<file path="config.mk">
export PLATFORM = sky130hd
export DESIGN_NAME = mwd_top
export DESIGN_NICKNAME = d
export VERILOG_FILES = /design/src/logic/mwd_top_end.sv /design/src/logic/mwd_pkg.sv /design/src/logic/mwd_top.sv /design/src/logic/mwd_wd_timer.sv
export VERILOG_INCLUDE_DIRS = /design/src /design/src/logic
export SDC_FILE = /design/constraint.sdc
export NUM_CORES = 1
export LEC_CHECK = 0
export BUFFER_PORTS_ARGS = -buffer_cell sky130_fd_sc_hd__buf_2
export CAP_MARGIN = 5
export CORE_MARGIN = 2
export CORE_UTILIZATION = 45
export DETAILED_ROUTE_END_ITERATION = 8
export MAX_ROUTING_LAYER = met4
export PLACE_DENSITY = 0.6
export SYNTH_ARGS = -nofsm -noshare
export SYNTH_HDL_FRONTEND = slang
export SYNTH_HIERARCHICAL = 1
export SYNTH_SLANG_ARGS = --single-unit
</file>
<file path="constraint.sdc">
create_clock -name clk_sys -period 3.2 [get_ports clk_sys]
set_input_delay 0.32 -clock clk_sys [delete_from_list [all_inputs] [get_ports clk_sys]]
set_output_delay 0.32 -clock clk_sys [all_outputs]
set_load 0.02 [all_outputs]
</file>
<file path="src/logic/mwd_params.svh">
// Purpose: Constants for the supervision watchdog and its serial register port
// Assumes: 125 MHz system clock, byte-wide registers
// Notes: Times are kept in their own unit, cycle counts derive from them
// Function
// - Strap low keeps watchdog permanently off
// - Strap capacitor starts watchdog, 31.875 s timeout
// - Strap high starts off, software enable only
// - Enable write then key BBh, else clear
// - No time limit; active only after key
// - Once enabled, cannot disable until reset
// - Service bit write then key AAh next
// - Expiry or wrong second write cancels service
// - Kick pin pulse of 100 ns services
// - Timeout is register value times 125 ms
// - Always time against current timeout value
// - Expiry sets history timeout flag
// - Masked enabled expiry sets status, interrupt low
// - Masked expiry pulses power good low 10 ms
// - Reset mask clear: expiry resets registers
// - Reset mask set: expiry reloads and restarts
// - Interrupts off at power on, global enable
// - Mask one enables; level sources interrupt immediately
// - Status read clears; levels return after 10 us
// - Bytes MSB first, framed by START and STOP
// - Acknowledge master bytes; master acknowledges read bytes
// - Address 0100 plus strapped low three bits
// - Read by pointer write, repeated START, read
`ifndef MWD_PARAMS_SVH
`define MWD_PARAMS_SVH

`define MWD_CLK_NS       8
`define MWD_UNIT_MS      125
`define MWD_UNIT_CYC     ((`MWD_UNIT_MS * 1000000) / `MWD_CLK_NS)
`define MWD_PG_MS        10
`define MWD_PG_CYC       ((`MWD_PG_MS * 1000000 + `MWD_CLK_NS - 1) / `MWD_CLK_NS)
`define MWD_KICK_NS      100
`define MWD_KICK_CYC     ((`MWD_KICK_NS + `MWD_CLK_NS - 1) / `MWD_CLK_NS)
`define MWD_OFF_US       10
`define MWD_OFF_CYC      ((`MWD_OFF_US * 1000 + `MWD_CLK_NS - 1) / `MWD_CLK_NS)

`define MWD_REG_ALARM    8'h00
`define MWD_REG_MASK     8'h01
`define MWD_REG_STAT     8'h02
`define MWD_REG_CTL      8'h04
`define MWD_REG_HIST     8'h05
`define MWD_REG_DEV      8'h06
`define MWD_REG_TOUT     8'h07

`define MWD_KEY_EN       8'hbb
`define MWD_KEY_SVC      8'haa

`define MWD_CTL_EN       4
`define MWD_CTL_INT      3
`define MWD_CTL_PG       2
`define MWD_CTL_RRM      1
`define MWD_CTL_SVC      0
`define MWD_DEV_RST      6
`define MWD_DEV_IEN      5

`define MWD_CTL_RST      8'h04
`define MWD_TOUT_RST     8'hff
`define MWD_CTL_WMASK    8'h1e
`define MWD_MASK_WMASK   8'h7e
`define MWD_HIST_WMASK   8'h1f
`define MWD_DEV_WMASK    8'h32
`define MWD_ALARM_RMASK  8'h7f

`define MWD_ADDR_HI      4'h4
`define MWD_STRAP_LOW    2'b00
`define MWD_STRAP_CAP    2'b01
`define MWD_STRAP_HIGH   2'b10
`define MWD_PIN_RST      8'h03

`endif

</file>
<file path="src/logic/mwd_top_end.sv">
`timescale 1ns/1ns
`default_nettype none
`default_nettype wire

</file>
<file path="src/logic/mwd_pkg.sv">
// Purpose: Types shared by the watchdog supervisor
// Assumes: Constants come from mwd_params.svh
// Notes: Access records carry one register read or write
package mwd_pkg;

  typedef enum logic [4:0]
  {
    MWD_IDLE = 5'b00001,
    MWD_RX   = 5'b00010,
    MWD_ACKD = 5'b00100,
    MWD_TX   = 5'b01000,
    MWD_ACKM = 5'b10000
  } mwd_i2c_st_t;

  typedef enum logic [1:0]
  {
    MWD_PH_ADDR = 2'b00,
    MWD_PH_REG  = 2'b01,
    MWD_PH_DATA = 2'b10
  } mwd_phase_t;

  typedef struct packed
  {
    logic       wr;
    logic       rd;
    logic [7:0] addr;
    logic [7:0] data;
  } mwd_access_t;

endpackage

</file>
<file path="src/logic/mwd_top.sv">
// Purpose: Watchdog supervisor with strapped start mode and serial register port
// Assumes: Alarm status input comes from logic on clk_sys
// Notes: Pins pass two flip-flops before use; serial clock is sampled
`timescale 1ns/1ns
`default_nettype none
`include "mwd_params.svh"
module mwd_top
  import mwd_pkg::*;
#(
  parameter logic [23:0] UNIT_CYC = 24'(`MWD_UNIT_CYC),
  parameter logic [23:0] PG_CYC   = 24'(`MWD_PG_CYC)
)
(
  input  wire logic       clk_sys,
  input  wire logic       reset_n,
  input  wire logic [1:0] watchdog_startup_strap,
  input  wire logic [2:0] i2c_addr_strap,
  input  wire logic       watchdog_kick_pin,
  input  wire logic [7:0] alarm_status_in,
  input  wire logic       scl_in,
  input  wire logic       sda_in,
  output logic            sda_out,
  output logic            sda_oe,
  output logic            interrupt_out_n,
  output logic            power_good_out
);

  logic [7:0]  pin_a_q;
  logic [7:0]  pin_b_q;
  logic        scl_p_q;
  logic        sda_p_q;
  logic [1:0]  start_cnt_q;
  logic        strap_done_q;
  logic [1:0]  strap_q;
  logic [2:0]  addr_q;
  logic        kick_ref_q;
  logic [3:0]  kick_cnt_q;
  mwd_i2c_st_t st_q;
  mwd_phase_t  phase_q;
  logic [3:0]  bit_q;
  logic [7:0]  sr_q;
  logic [7:0]  tx_q;
  logic [7:0]  ptr_q;
  logic        rw_q;
  logic        mack_q;
  mwd_access_t acc_q;
  logic [7:0]  ctl_q;
  logic [7:0]  mask_q;
  logic [7:0]  stat_q;
  logic [7:0]  hist_q;
  logic [7:0]  dev_q;
  logic [7:0]  tout_q;
  logic        wd_active_q;
  logic        en_pend_q;
  logic        svc_pend_q;
  logic [10:0] off_cnt_q;
  logic [23:0] pg_cnt_q;
  logic        expire;
  logic [7:0]  rd_data;

  wire [7:0] pin_raw = {watchdog_startup_strap, i2c_addr_strap, watchdog_kick_pin,
                        scl_in, sda_in};

  always_ff @(posedge clk_sys or negedge reset_n)
  begin
    if (!reset_n)
    begin
      pin_a_q <= `MWD_PIN_RST;
      pin_b_q <= `MWD_PIN_RST;
      scl_p_q <= 1'b1;
      sda_p_q <= 1'b1;
    end
    else
    begin
      pin_a_q <= pin_raw;
      pin_b_q <= pin_a_q;
      scl_p_q <= pin_b_q[1];
      sda_p_q <= pin_b_q[0];
    end
  end

  wire       sda_s   = pin_b_q[0];
  wire       scl_s   = pin_b_q[1];
  wire       kick_s  = pin_b_q[2];
  wire [2:0] addr_s  = pin_b_q[5:3];
  wire [1:0] strap_s = pin_b_q[7:6];

  // Straps are caught once, after the synchronisers have filled
  wire strap_take = !strap_done_q && (start_cnt_q == 2'h3);
  wire strap_low  = (strap_q == `MWD_STRAP_LOW);
  wire strap_cap  = (strap_q == `MWD_STRAP_CAP);

  always_ff @(posedge clk_sys or negedge reset_n)
  begin
    if (!reset_n)
    begin
      start_cnt_q  <= 2'h0;
      strap_done_q <= 1'b0;
      strap_q      <= `MWD_STRAP_HIGH;
      addr_q       <= 3'h0;
    end
    else if (strap_take)
    begin
      strap_done_q <= 1'b1;
      strap_q      <= strap_s;
      addr_q       <= addr_s;
    end
    else if (!strap_done_q)
      start_cnt_q <= start_cnt_q + 2'h1;
  end

  // Kick pin: new level must hold for the minimum pulse time
  wire kick_diff = (kick_s != kick_ref_q);
  wire kick_ok   = kick_diff && (kick_cnt_q == 4'(`MWD_KICK_CYC - 1));

  always_ff @(posedge clk_sys or negedge reset_n)
  begin
    if (!reset_n)
    begin
      kick_ref_q <= 1'b0;
      kick_cnt_q <= 4'h0;
    end
    else
    begin
      kick_ref_q <= kick_ok ? kick_s : kick_ref_q;
      kick_cnt_q <= (kick_diff && !kick_ok) ? kick_cnt_q + 4'h1 : 4'h0;
    end
  end

  wire scl_rise   = scl_s && !scl_p_q;
  wire scl_fall   = !scl_s && scl_p_q;
  wire i2c_start  = scl_s && scl_p_q && !sda_s && sda_p_q;
  wire i2c_stop   = scl_s && scl_p_q && sda_s && !sda_p_q;
  wire addr_match = (sr_q[7:1] == {`MWD_ADDR_HI, addr_q});
  wire rx_done    = (st_q == MWD_RX) && scl_fall && (bit_q == 4'h8);
  wire tx_load    = scl_fall && (((st_q == MWD_ACKD) && rw_q && (phase_q == MWD_PH_ADDR))
                    || ((st_q == MWD_ACKM) && mack_q));
  wire [1:0] ph_next = (phase_q == MWD_PH_ADDR) ? MWD_PH_REG : MWD_PH_DATA;

  always_ff @(posedge clk_sys or negedge reset_n)
  begin
    if (!reset_n)
    begin
      st_q    <= MWD_IDLE;
      phase_q <= MWD_PH_ADDR;
      bit_q   <= 4'h0;
      sr_q    <= 8'h00;
      tx_q    <= 8'h00;
      ptr_q   <= 8'h00;
      rw_q    <= 1'b0;
      mack_q  <= 1'b0;
      sda_oe  <= 1'b0;
    end
    else if (i2c_stop || !strap_done_q)
    begin
      st_q   <= MWD_IDLE;
      sda_oe <= 1'b0;
    end
    else if (i2c_start)
    begin
      st_q    <= MWD_RX;
      phase_q <= MWD_PH_ADDR;
      bit_q   <= 4'h0;
      sda_oe  <= 1'b0;
    end
    else
    begin
      unique case (st_q)
        MWD_IDLE:
          sda_oe <= 1'b0;
        MWD_RX:
          if (scl_rise)
          begin
            sr_q  <= {sr_q[6:0], sda_s};
            bit_q <= bit_q + 4'h1;
          end
          else if (rx_done)
          begin
            st_q   <= (phase_q != MWD_PH_ADDR || addr_match) ? MWD_ACKD : MWD_IDLE;
            sda_oe <= (phase_q != MWD_PH_ADDR || addr_match);
            if (phase_q == MWD_PH_ADDR)
              rw_q <= sr_q[0];
            if (phase_q == MWD_PH_REG)
              ptr_q <= sr_q;
          end
        MWD_ACKD:
          if (scl_fall)
          begin
            bit_q <= 4'h0;
            if (tx_load)
            begin
              st_q   <= MWD_TX;
              tx_q   <= rd_data;
              sda_oe <= !rd_data[7];
            end
            else
            begin
              st_q    <= MWD_RX;
              phase_q <= mwd_phase_t'(ph_next);
              sda_oe  <= 1'b0;
            end
          end
        MWD_TX:
          if (scl_rise)
            bit_q <= bit_q + 4'h1;
          else if (scl_fall && (bit_q == 4'h8))
          begin
            st_q   <= MWD_ACKM;
            sda_oe <= 1'b0;
          end
          else if (scl_fall)
          begin
            tx_q   <= {tx_q[6:0], 1'b0};
            sda_oe <= !tx_q[6];
          end
        MWD_ACKM:
          if (scl_rise)
            mack_q <= !sda_s;
          else if (tx_load)
          begin
            st_q   <= MWD_TX;
            bit_q  <= 4'h0;
            tx_q   <= rd_data;
            sda_oe <= !rd_data[7];
          end
          else if (scl_fall)
            st_q <= MWD_IDLE;
      endcase
    end
  end

  always_ff @(posedge clk_sys or negedge reset_n)
  begin
    if (!reset_n)
    begin
      acc_q   <= '0;
      sda_out <= 1'b0;
    end
    else
    begin
      acc_q.wr   <= rx_done && (phase_q == MWD_PH_DATA);
      acc_q.rd   <= tx_load;
      acc_q.addr <= ptr_q;
      acc_q.data <= sr_q;
      sda_out    <= 1'b0;
    end
  end

  assign rd_data =
    (ptr_q == `MWD_REG_ALARM) ? (alarm_status_in & `MWD_ALARM_RMASK) :
    (ptr_q == `MWD_REG_MASK)  ? mask_q :
    (ptr_q == `MWD_REG_STAT)  ? stat_q :
    (ptr_q == `MWD_REG_CTL)   ? {ctl_q[7:5], ctl_q[4] | wd_active_q, ctl_q[3:1], svc_pend_q} :
    (ptr_q == `MWD_REG_HIST)  ? hist_q :
    (ptr_q == `MWD_REG_DEV)   ? dev_q :
    (ptr_q == `MWD_REG_TOUT)  ? tout_q :
    8'h00;

  wire any_acc  = acc_q.wr || acc_q.rd;
  wire wr_key   = acc_q.wr && (acc_q.addr == `MWD_REG_ALARM);
  wire key_en   = wr_key && (acc_q.data == `MWD_KEY_EN);
  wire key_svc  = wr_key && (acc_q.data == `MWD_KEY_SVC);
  wire wr_ctl   = acc_q.wr && (acc_q.addr == `MWD_REG_CTL);
  wire wr_dev   = acc_q.wr && (acc_q.addr == `MWD_REG_DEV);
  wire rd_stat  = acc_q.rd && (acc_q.addr == `MWD_REG_STAT);
  wire en_start = wr_ctl && acc_q.data[`MWD_CTL_EN] && !wd_active_q && !strap_low;
  wire svc_ok   = svc_pend_q && key_svc && !expire;
  wire regs_rst = (expire && !ctl_q[`MWD_CTL_RRM]) || (wr_dev && acc_q.data[`MWD_DEV_RST]);
  wire ien      = dev_q[`MWD_DEV_IEN];
  wire off_done = (off_cnt_q == 11'h000);
  wire [5:0] lvl_set = alarm_status_in[6:1] & mask_q[6:1]
                       & {6{ien && off_done && !rd_stat}};
  wire wd_set   = expire && ctl_q[`MWD_CTL_INT] && ien;

  // Timer keeps running through a register reset if the strap started it
  always_ff @(posedge clk_sys or negedge reset_n)
  begin
    if (!reset_n)
    begin
      wd_active_q <= 1'b0;
      en_pend_q   <= 1'b0;
      svc_pend_q  <= 1'b0;
      ctl_q       <= `MWD_CTL_RST;
    end
    else if (strap_take)
      wd_active_q <= (strap_s == `MWD_STRAP_CAP);
    else if (regs_rst)
    begin
      wd_active_q <= strap_cap;
      en_pend_q   <= 1'b0;
      svc_pend_q  <= 1'b0;
      ctl_q       <= `MWD_CTL_RST;
    end
    else
    begin
      if (en_start)
      begin
        ctl_q     <= acc_q.data & `MWD_CTL_WMASK;
        en_pend_q <= 1'b1;
      end
      else if (en_pend_q && any_acc)
      begin
        en_pend_q   <= 1'b0;
        wd_active_q <= key_en;
        ctl_q[`MWD_CTL_EN] <= key_en;
      end
      if (wd_active_q && wr_ctl && acc_q.data[`MWD_CTL_SVC])
        svc_pend_q <= 1'b1;
      else if (svc_pend_q && (any_acc || expire))
        svc_pend_q <= 1'b0;
    end
  end

  always_ff @(posedge clk_sys or negedge reset_n)
  begin
    if (!reset_n)
    begin
      mask_q <= 8'h00;
      dev_q  <= 8'h00;
      tout_q <= `MWD_TOUT_RST;
    end
    else if (regs_rst)
    begin
      mask_q <= 8'h00;
      dev_q  <= 8'h00;
      tout_q <= `MWD_TOUT_RST;
    end
    else if (acc_q.wr)
    begin
      if (acc_q.addr == `MWD_REG_MASK)
        mask_q <= acc_q.data & `MWD_MASK_WMASK;
      if (acc_q.addr == `MWD_REG_DEV)
        dev_q <= acc_q.data & `MWD_DEV_WMASK;
      if (acc_q.addr == `MWD_REG_TOUT)
        tout_q <= acc_q.data;
    end
  end

  // Status and history survive a register reset; expiry sets win over clears
  always_ff @(posedge clk_sys or negedge reset_n)
  begin
    if (!reset_n)
    begin
      stat_q    <= 8'h00;
      hist_q    <= 8'h00;
      off_cnt_q <= 11'h000;
      pg_cnt_q  <= 24'h000000;
    end
    else
    begin
      stat_q <= (rd_stat ? 8'h00 : stat_q) | {1'b0, lvl_set, wd_set};
      hist_q <= ((acc_q.wr && acc_q.addr == `MWD_REG_HIST) ? (acc_q.data & `MWD_HIST_WMASK)
                 : hist_q) | {7'h00, expire};
      off_cnt_q <= rd_stat ? 11'(`MWD_OFF_CYC - 1) : (off_done ? 11'h000 : off_cnt_q - 11'h001);
      if (expire && ctl_q[`MWD_CTL_PG])
        pg_cnt_q <= PG_CYC;
      else if (pg_cnt_q != 24'h000000)
        pg_cnt_q <= pg_cnt_q - 24'h000001;
    end
  end

  always_ff @(posedge clk_sys or negedge reset_n)
  begin
    if (!reset_n)
    begin
      interrupt_out_n <= 1'b1;
      power_good_out  <= 1'b0;
    end
    else
    begin
      interrupt_out_n <= !(|stat_q);
      power_good_out  <= !((pg_cnt_q != 24'h000000) || alarm_status_in[0]);
    end
  end

  mwd_wd_timer #(
    .UNIT_CYC (UNIT_CYC)
  ) u_timer (
    .clk_sys  (clk_sys),
    .reset_n  (reset_n),
    .run      (wd_active_q),
    .restart  (svc_ok || kick_ok),
    .period   (tout_q),
    .expire   (expire)
  );

  strap_off_a: assert property (@(posedge clk_sys) disable iff (!reset_n)
    strap_done_q && strap_low |-> !wd_active_q)
    else $error("watchdog active with low strap");

  strap_start_a: assert property (@(posedge clk_sys) disable iff (!reset_n)
    $rose(strap_done_q) |-> (wd_active_q == strap_cap) && (tout_q == `MWD_TOUT_RST))
    else $error("startup mode does not follow strap");

  enable_key_a: assert property (@(posedge clk_sys) disable iff (!reset_n)
    en_pend_q && key_en && !expire && !strap_take |=> wd_active_q)
    else $error("keyed enable not accepted");

  enable_cancel_a: assert property (@(posedge clk_sys) disable iff (!reset_n)
    en_pend_q && any_acc && !key_en && !en_start && !wd_active_q && !regs_rst
    |=> !ctl_q[`MWD_CTL_EN] && !wd_active_q)
    else $error("enable bit kept after wrong access");

  sticky_enable_a: assert property (@(posedge clk_sys) disable iff (!reset_n)
    wd_active_q && !regs_rst |=> wd_active_q)
    else $error("watchdog disabled without register reset");

  svc_cancel_a: assert property (@(posedge clk_sys) disable iff (!reset_n)
    svc_pend_q && expire && !(wd_active_q && wr_ctl) |=> !svc_pend_q)
    else $error("service request survived expiry");

  history_set_a: assert property (@(posedge clk_sys) disable iff (!reset_n)
    expire |=> hist_q[0])
    else $error("history flag not set on expiry");

  irq_pin_a: assert property (@(posedge clk_sys) disable iff (!reset_n)
    wd_set |-> ##1 stat_q[0] ##1 !interrupt_out_n)
    else $error("watchdog interrupt not raised");

  pg_pulse_a: assert property (@(posedge clk_sys) disable iff (!reset_n)
    expire && ctl_q[`MWD_CTL_PG] |-> ##2 !power_good_out [*8])
    else $error("power good pulse missing");

  reg_reset_a: assert property (@(posedge clk_sys) disable iff (!reset_n)
    expire && !ctl_q[`MWD_CTL_RRM] |=> (tout_q == `MWD_TOUT_RST) && (mask_q == 8'h00))
    else $error("registers not reset on expiry");

  off_time_a: assert property (@(posedge clk_sys) disable iff (!reset_n)
    rd_stat && !expire |=> (stat_q[6:1] == 6'h00) [*8])
    else $error("level interrupt back inside off time");

endmodule
`default_nettype wire

</file>
<file path="src/logic/mwd_wd_timer.sv">
// Purpose: Watchdog timeout counter in 125 ms units
// Assumes: Period of zero is never programmed
// Notes: Reloads itself on every expiry
`timescale 1ns/1ns
`default_nettype none
`include "mwd_params.svh"
module mwd_wd_timer
#(
  parameter logic [23:0] UNIT_CYC = 24'(`MWD_UNIT_CYC)
)
(
  input  wire logic       clk_sys,
  input  wire logic       reset_n,
  input  wire logic       run,
  input  wire logic       restart,
  input  wire logic [7:0] period,
  output logic            expire
);

  logic [23:0] pre_q;
  logic [7:0]  units_q;

  wire unit_tick = (pre_q == UNIT_CYC - 24'h000001);
  // Compared each tick, so a new period takes effect at once
  wire hit = unit_tick && (({1'b0, units_q} + 9'h001) >= {1'b0, period});

  always_ff @(posedge clk_sys or negedge reset_n)
  begin
    if (!reset_n)
    begin
      pre_q   <= 24'h000000;
      units_q <= 8'h00;
      expire  <= 1'b0;
    end
    else
    begin
      expire <= run && hit && !restart;
      if (!run || restart || hit)
      begin
        pre_q   <= 24'h000000;
        units_q <= 8'h00;
      end
      else if (unit_tick)
      begin
        pre_q   <= 24'h000000;
        units_q <= units_q + 8'h01;
      end
      else
        pre_q <= pre_q + 24'h000001;
    end
  end

  unit_count_a: assert property (@(posedge clk_sys) disable iff (!reset_n)
    expire |-> $past(units_q) + 8'h01 >= $past(period))
    else $error("expiry before programmed period");

endmodule
`default_nettype wire

</file>
Word-level counts from Yosys, hierarchy flattened --
Cells that the tools add are included. W data, S select, Z words.
Cells by class: add/sub/neg operators 8, order comparisons 1, eq/ne operators 49, multiplexer cells 84, bitwise logic cells 10, reduce and logical (&&, ||, !) cells 111
Operators with widths (number):
- $mux W8 | 27
- $mux W24 | 4
- $eq A8 B3 Y1 const B | 8
- $mux W5 | 10
- $logic_and A1 B1 Y1 | 44
- $mux W4 | 8
- $add A24 B1 Y24 const B | 1
- $eq A24 B24 Y1 const B | 1
- $pmux W8 S3 | 1
- $reduce_bool A24 Y1 | 1
- $sub A24 B1 Y24 const B | 1
- $mux W1 | 22
- $mux W11 | 2
- $ne A4 B3 Y1 const B | 5
- $pmux W5 S4 | 1
- $reduce_bool A2 Y1 | 10
- $reduce_and A6 Y1 | 3
- $eq A8 B1 Y1 const B | 2
- $eq A8 B2 Y1 const B | 2
- $eq A8 B8 Y1 const B | 2
- $logic_not A1 Y1 | 16
- $logic_not A8 Y1 | 2
- $reduce_and A2 Y1 | 8
- $reduce_and A8 Y1 | 2
- other kinds (42) | 80
Word-level totals: bits in registers 208, input bits 18

Logic depth before layout (Yosys ltp) --
Gate-level depths: netlist of run 1.
depth in word-level cells 14, depth in mapped cells 11, depth with buffers taken out 10

Hierarchy --
Netlist of run 1, hierarchy kept.
By module, submodules not included:
- mwd_top | times used 1, cells each 714, area each 7532.2 um^2
- mwd_wd_timer | times used 1, cells each 209, area each 1951.9 um^2

Least setup slack after synthesis of run 1 --
No wires, ideal clock.
path type reg2reg, start point reg u_timer.units_q[0], end point reg u_timer.units_q[4], setup time 69 ps, arrival 2684 ps, slack 446 ps, cell stages (with the launch flop) 12, clock period less this slack 2754 ps, path through dfrtp_1 ha_1 and3_1 clkbuf_1 nand3_1 xnor2_1 ha_1 a21o_1 a221o_1 a211oi_1 nand4_1 nand3_1
On the way: cells in the longest elaborated chain, start to end 5
Ends and longest elaborated chain:
- start, declared | line mwd_wd_timer.sv:21 | logic [7:0] units_q;
- start signal, assigned | line mwd_wd_timer.sv:46 | units_q <= units_q + 8'h01;
- $add A8 B1 Y9 | line mwd_wd_timer.sv:25 | wire hit = unit_tick && (({1'b0, units_q} + 9'h001) >= {1'b0, period});
- $ge A9 B8 Y1 | line mwd_wd_timer.sv:25
- $logic_and A1 B1 Y1 | line mwd_wd_timer.sv:25
- $logic_or A1 B1 Y1 | line mwd_wd_timer.sv:38 | if (!run || restart || hit)
- $mux W8 or $reduce_bool A2 Y1 (tied branches)
Several ways; a longest one is shown, not always the timed one. The select of a mux whose other input is x is not followed. A chain may end at the register's enable or synchronous reset.

Worst setup path after layout of run 1 --
Ends and elaborated chain as after synthesis.

==> metrics.md, run 1 <==
| Metric | Value |
|---|---|
| Run status | `complete, no violations` |
| Pin count of the biggest net entering global routing | `81` |
| Final core occ | `0.514` |
| Seq cells post-synth | `192` |
| CP Data Arrival Time | `3.28 ns` |
| Top-count cell post-synth | `dfrtp_1` |
| Worst setup SP type | `flip-flop` |
| First-pass DRT Iterations | `4` |
| Achievable Freq | `343 MHz` |
| Sequential fraction of the synthesis area | `0.509` |
| Cells after Synth | `923` |
| RSZ-0062 raised after global routing | `no` |
| Final hold slack | `0.165 ns` |
| Buffers added on ports | `19` |
| CP max FO | `7` |
| GR Util met3 | `0.0339` |
| CTS sink cnt | `192` |
| Clock transition at the registers of the reported paths | `0.07 ns` |
| Clock Latency Late Sink | `0.44 ns` |
| CTS buffer count | `17` |
| Final period utilization | `0.910` |
| Met2 usage | `0.302` |
| R2R cell count | `11` |
| Worst min-delay path class | `input pin to flip-flop` |
| Syn nets | `958` |
| Starting Density | `0.455` |
| TritonCTS clock tree | `built` |
| Vias/cell | `5.58` |
| Global route total overflow | `0` |
| IO Pins | `22` |
| H-tree levels | `4` |
| Pwr dens | `466 nW/um^2` |
| Clk_skew | `0.0167 ns` |
| Max IR drop VDD | `0.322 mV` |
| Post-synth ARST share | `1.00` |
| Post-Route Setup TNS | `0 ns` |
| Clock share of power | `0.464` |
| DRT iter0 DRCs | `439` |
| Hold path depth | `3` |
| Diodes inserted | `0` |
| Clock Tree Root | `clkbuf_16` |
| Leak | `4.91 nW` |
| Syn_area_per_cell | `10.3 um^2` |
| Leading area contributor after synthesis | `dfrtp_1` |
| P&R area growth vs syn | `12.9%` |
| Via count of the routed design | `6936` |
| Nature of the critical path endpoint | `flip-flop` |
| Post-route ant nets | `0` |
| Gr usage total | `0.198` |
| EDFF count, synth | `0` |
| Fin crit period | `2.91 ns` |
| Busiest layer in global routing | `met2` |
| Synth warnings | `6` |
| CP required | `3.57 ns` |
| Post-DR wirelength/cell | `16.1 um` |
| Predominant post-synthesis flop cell | `dfrtp_1` |
| Die Span X | `149 um` |
| Worst-margin pin slew | `0.810 ns` |
| Sw frac | `0.216` |
| Layout cell share with drive strength beyond 1 | `0.150` |
| Max_cap viols | `0` |
| Post-synth top cells | `dfrtp_1, nor2_1, nand2_1, nand3_1, o21ai_0` |
| Rows | `53` |
| # nets final | `990` |
| First-pass GRT wire length | `34300 um` |
| Combinational Power Share | `0.035` |
| Fin. Hold Viols | `0` |
| Met1 Usage GRT | `0.273` |
| Die ar. | `22300 um^2` |
| Initial antenna violation count | `0` |
| Synth unique cells | `80` |
| Placer's final routability congestion estimate | `0.909` |
| Final Routed Wirelength | `20100 um` |
| Rel. slew slack | `0.459` |
| Final setup fails | `0` |
| Post-CTS setup buffers | `0` |
| Residual DRC | `0` |
| Internal | `3.91 mW` |
| Kind of critical path | `flip-flop to flip-flop` |
| Switching pwr | `1.08 mW` |
| Synthesized area | `9480 um^2` |
| Die Y | `149 um` |
| Core Box Area | `20800 um^2` |
| Fin. max-slew vios | `0` |
| Yosys top cell area share | `0.459` |
| Area contributors post-synth | `dfrtp_1, dfstp_2, mux2_2` |
| Clock tree buffer depth | `2` |
| Final HPWL DP | `13800 um` |
| Vias in the first global route | `6766` |
| Register share of total power | `0.501` |
power groups by stage:
stage	clock network, mW	logic (mW)	registers (mW)
final	2.32	0.175	2.50
after CTS	2.38	0.181	2.50
after global routing	2.49	0.201	2.50
after floorplan	0	0.0765	2.53
after global placement	0	0.170	2.54
after detailed placement	0	0.172	2.54
final timing paths:
path                                    startpoint                  to  slack (ns)
worst max register to register  u_timer/units_q[0]  u_timer/units_q[4]        0.29
worst min register to register          pin_a_q[5]          pin_b_q[5]        0.35
max in group asynchronous                  reset_n     interrupt_out_n        1.88
worst min-delay path            alarm_status_in[2]           stat_q[2]        0.16
min in group asynchronous                  reset_n   u_timer/pre_q[13]        0.49
worst max-delay path            u_timer/units_q[0]  u_timer/units_q[4]        0.29
worst max-delay path, stage by stage (launching register included):
cell,delay [ns]
dfrtp_1,0.43
ha_1,0.26
and3_1,0.32
nand3_1,0.17
xnor2_1,0.16
ha_1,0.30
and3_1,0.18
a221o_1,0.34
a211oi_1,0.31
buf_4,0.19
nand4_1,0.09
nand3_1,0.10
placed cells by master, fill, tap and decap left out, drive strengths merged, types with 19 or more instances in the layout:
master / instances
clkbuf: 22
or4: 19
xnor2: 25
a21oi: 22
mux2: 37
o21ai: 45
xor2: 27
buf: 39
nand2: 79
nor2: 86
dfrtp: 174
inv: 39
mux2i: 20
nand3: 43
what timing repair did:
action | in CTS | in global routing
hold buffers | 9 | 0
resized for setup | 0 | 0
endpoints found under the hold margin | 84 | 0
through the flow:
stage	cell area (um^2)	setup slack, ns	total power, mW	std cells
after floorplan	9480	0.446	2.61	923
after global placement	9970	0.364	2.71	1202
after detailed placement	9970	0.301	2.71	1202
after CTS	10700	0.284	5.05	1243
after global routing	10700	0.0907	5.20	1243
final	10700	0.287	4.99	1243
registers in the layout (all words and copies together), names as in the netlist, 3 cells and up:
signal           flops
ptr_q                8
tout_q               8
pin_a_q              8
off_cnt_q           11
stat_q               7
hist_q               5
pg_cnt_q            24
u_timer/units_q      8
st_q                 5
pin_b_q              8
tx_q                 7
acc_q               18
dev_q                3
kick_cnt_q           4
sr_q                 8
u_timer/pre_q       24
mask_q               6
addr_q               3
ctl_q                4
bit_q                4
layer usage:
layer / routed length [um] / part of all wire
met5: 0 / 0
met4: 229 / 0.011
met3: 660 / 0.033
met2: 9370 / 0.47
met1: 9800 / 0.49
layout make-up:
type	instances	area [um^2]
Tap cell	275	344
Sequential cell	192	4830
Clock buffer	21	470
Clock inverter	11	176
Fill cell	1876	10100
Inverter	36	135
Multi-Input combinational cell	659	4370
Timing Repair Buffer	49	377
cell families after synthesis:
group	synth area share
and+or+nand+nor	0.218
DFF	0.509
AOI/OAI and AO/OA	0.105
buffers and inverters	0.0298
muxes	0.0674
xor gates and xnor gates	0.0480
adders and majority gates	0.0224
other	0.000395
(Power assumes the default switching activity.)
==> run 2, diff against run 1 <==
--- a/config.mk
+++ b/config.mk
@@ -8,11 +8,13 @@
 export LEC_CHECK = 0
 export BUFFER_PORTS_ARGS = -buffer_cell sky130_fd_sc_hd__buf_2
 export CAP_MARGIN = 5
+export CELL_PAD_IN_SITES_DETAIL_PLACEMENT = 1
+export CELL_PAD_IN_SITES_GLOBAL_PLACEMENT = 2
 export CORE_MARGIN = 2
-export CORE_UTILIZATION = 45
+export CORE_UTILIZATION = 42
 export DETAILED_ROUTE_END_ITERATION = 8
 export MAX_ROUTING_LAYER = met4
-export PLACE_DENSITY = 0.6
+export PLACE_DENSITY = 0.79
 export SYNTH_ARGS = -nofsm -noshare
 export SYNTH_HDL_FRONTEND = slang
 export SYNTH_HIERARCHICAL = 1
==> metrics.md, run 2 (synthesized netlist as in run 1, its figures left out) <==
| Metric | Value |
|---|---|
| Final period utilization | `0.903 (was 0.910)` |
| Via count of the routed design | `7193 (was 6936)` |
| Pin count of the biggest net entering global routing | `79 (was 81)` |
| Clock Latency Late Sink | `0.44 ns (about the same)` |
| Worst path bufs/invs | `0 (was 1)` |
| TritonCTS clock tree | `built (unchanged)` |
| Die Span X | `154 um (was 149 um)` |
| H-tree levels | `4 (unchanged)` |
| Global route total overflow | `0 (unchanged)` |
| First-pass GRT wire length | `40800 um (was 34300 um)` |
| RSZ-0062 raised after global routing | `no (unchanged)` |
| Vias in the first global route | `7922 (was 6766)` |
| Kind of critical path | `flip-flop to flip-flop (unchanged)` |
| Dpl cell area | `9960 um^2 (was 9970 um^2)` |
| Vias/cell | `5.76 (was 5.58)` |
| GR Util met3 | `0.0336 (was 0.0339)` |
| Most frequent cell on the critical path | `and3_1` |
| Residual DRC | `0 (unchanged)` |
| IO Pins | `22 (unchanged)` |
| Critical-path cell list | `ha_1, and3_1, nand3_1, xnor2_1, ha_1, and3_1, a221o_1, a21oi_1, nand2_1, and3_1 (was ha_1, and3_1, nand3_1, xnor2_1, ha_1, and3_1, a221o_1, a211oi_1, buf_4, nand4_1, nand3_1)` |
| Fin crit period | `2.89 ns (was 2.91 ns)` |
| Met1 Usage GRT | `0.277 (was 0.273)` |
| Clk_skew | `0.0146 ns (was 0.0167 ns)` |
| Delay-heaviest family, CP | `simple AND/OR/NAND/NOR gates (unchanged)` |
| CP required | `3.52 ns (was 3.57 ns)` |
| Core Box Area | `22000 um^2 (was 20800 um^2)` |
| Final setup fails | `0 (unchanged)` |
| CTS buffer count | `17 (unchanged)` |
| Gr usage total | `0.219 (was 0.198)` |
| Fin. Hold Viols | `0 (unchanged)` |
| # nets final | `990 (unchanged)` |
| Initial antenna violation count | `0 (unchanged)` |
| CP Data Arrival Time | `3.21 ns (was 3.28 ns)` |
| R2R Setup Slk | `0.31 ns (was 0.29 ns)` |
| DRT iter0 DRCs | `334 (was 439)` |
| Die ar. | `23800 um^2 (was 22300 um^2)` |
| Min-delay src | `alarm_status_in[0] (was alarm_status_in[2])` |
| Most frequent cells in the layout | `dfrtp_1, nor2_1, nand2_1, nand3_1, o21ai_0 (unchanged)` |
| Layout cell share with drive strength beyond 1 | `0.149 (was 0.150)` |
| Hold worst-path end | `power_good_out (was stat_q[2])` |
| Final HPWL DP | `17000 um (was 13800 um)` |
| Finished Cell Area | `10700 um^2 (about the same)` |
| Clock transition at the registers of the reported paths | `0.07 ns (about the same)` |
| Post-route ant nets | `0 (unchanged)` |
| Buffers added on ports | `19 (unchanged)` |
| CP peak stage delay | `0.44 ns (was 0.43 ns)` |
| Run status | `complete, no violations (unchanged)` |
| CTS sink cnt | `192 (unchanged)` |
| Placer's final routability congestion estimate | `0.890 (was 0.909)` |
| Worst path slowest cell | `dfrtp_1 (unchanged)` |
| Rel. slew slack | `0.298 (was 0.459)` |
| Met2 usage | `0.366 (was 0.302)` |
| Fin. max-slew vios | `0 (unchanged)` |
| Most common cell after layout, fill and taps aside | `dfrtp_1 (unchanged)` |
| Die Y | `154 um (was 149 um)` |
| Nature of the critical path endpoint | `flip-flop (unchanged)` |
| Largest registers | `pg_cnt_q: 24 flops, u_timer/pre_q: 24 flops, acc_q: 18 flops (unchanged)` |
| Max_cap viols | `0 (unchanged)` |
| First-pass DRT Iterations | `5 (was 4)` |
| Rows | `54 (was 53)` |
| Clock Tree Root | `clkbuf_16 (unchanged)` |
| Leak | `4.90 nW (was 4.91 nW)` |
| Busiest layer in global routing | `met2 (unchanged)` |
| R2r endpoint | `u_timer/expire (was u_timer/units_q[4])` |
| Achievable Freq | `346 MHz (was 343 MHz)` |
| P&R area growth vs syn | `12.7% (was 12.9%)` |
| Clock tree buffer depth | `2 (unchanged)` |
| Worst setup SP type | `flip-flop (unchanged)` |
| RR Startpoint | `u_timer/units_q[0] (unchanged)` |
| Starting Density | `0.431 (was 0.455)` |
| Hold path depth | `2 (was 3)` |
| Max IR drop VDD | `0.297 mV (was 0.322 mV)` |
| Post-Route Setup TNS | `0 ns (unchanged)` |
| R2R cell count | `10 (was 11)` |
| Post-DR wirelength/cell | `19.1 um (was 16.1 um)` |
| Worst min-delay path class | `input pin to flip-flop (unchanged)` |
| Pwr dens | `466 nW/um^2 (about the same)` |
| Diodes inserted | `0 (unchanged)` |
| CP max FO | `7 (unchanged)` |
| Post-CTS setup buffers | `0 (unchanged)` |
| Final Routed Wirelength | `23800 um (was 20100 um)` |
| Worst-margin pin slew | `1.05 ns (was 0.810 ns)` |
[run 2: cell types whose count changed in the layout (fill, tap and decap cells not counted), sizes merged]
cell,previous run,this run
clkbuf,22,20
inv,39,41
clkinv,4,3
clkinvlp,0,1
[run 2: final cells by class]
cell class,instances,area (um^2)
Fill cell,2427,11300
Clock inverter,13,200
Sequential cell,192,4830
Inverter,36,135
Tap cell,280,350
Clock buffer,19,433
Multi-Input combinational cell,659,4370
Timing Repair Buffer,49,364
[run 2: worst max-delay path by stage]
stage / start / to / slack, ns / cells after the start
2_1_floorplan: u_timer/units_q[0] / u_timer/units_q[4] / 0.45 / 11
3_3_place_gp: u_timer/units_q[0] / u_timer/units_q[4] / 0.45 / 11
3_5_place_dp: u_timer/units_q[0] / u_timer/units_q[4] / 0.32 / 11
4_1_cts: u_timer/units_q[0] / u_timer/units_q[4] / 0.32 / 11
5_1_grt: u_timer/units_q[0] / u_timer/units_q[4] / 0.10 / 11
6_report: u_timer/units_q[0] / u_timer/expire / 0.31 / 10
[run 2: timing repair]
action                                  in CTS  in global routing
endpoints found under the setup margin       0                  0
hold buffers                                 9                  0
hold endpoints to repair                    66                  0
resized for setup                            0                  0
[run 2: routing by layer]
layer	routed length [um]	up-vias
met3	546	35
met5	0	-
met1	11000	3697
met2	11800	85
li1	-	3376
met4	462	0
[run 2: worst register-to-register path, stage by stage (launching register included)]
cell	delay (ns)
dfrtp_1	0.44
ha_1	0.26
and3_1	0.32
nand3_1	0.18
xnor2_1	0.17
ha_1	0.32
and3_1	0.19
a221o_1	0.34
a21oi_1	0.18
nand2_1	0.17
and3_1	0.22
[run 2: power breakdown]
part | switching (mW) | total [mW] | internal (mW)
Clock | 0.973 | 2.30 | 1.33
Combinational | 0.114 | 0.175 | 0.0609
Sequential | 0.0355 | 2.50 | 2.46
[run 2: stage by stage]
step           total power [mW]  hold WS (ns)  setup WS [ns]  cells   util
2_1_floorplan              2.61        0.0244          0.446    923      -
3_3_place_gp               2.70         0.334          0.447   1207  0.452
3_5_place_dp               2.71         0.340          0.320   1207  0.452
4_1_cts                    5.04         0.126          0.322   1248  0.485
5_1_grt                    5.17         0.137          0.102   1248  0.485
6_report                   4.97         0.128          0.311   1248  0.485
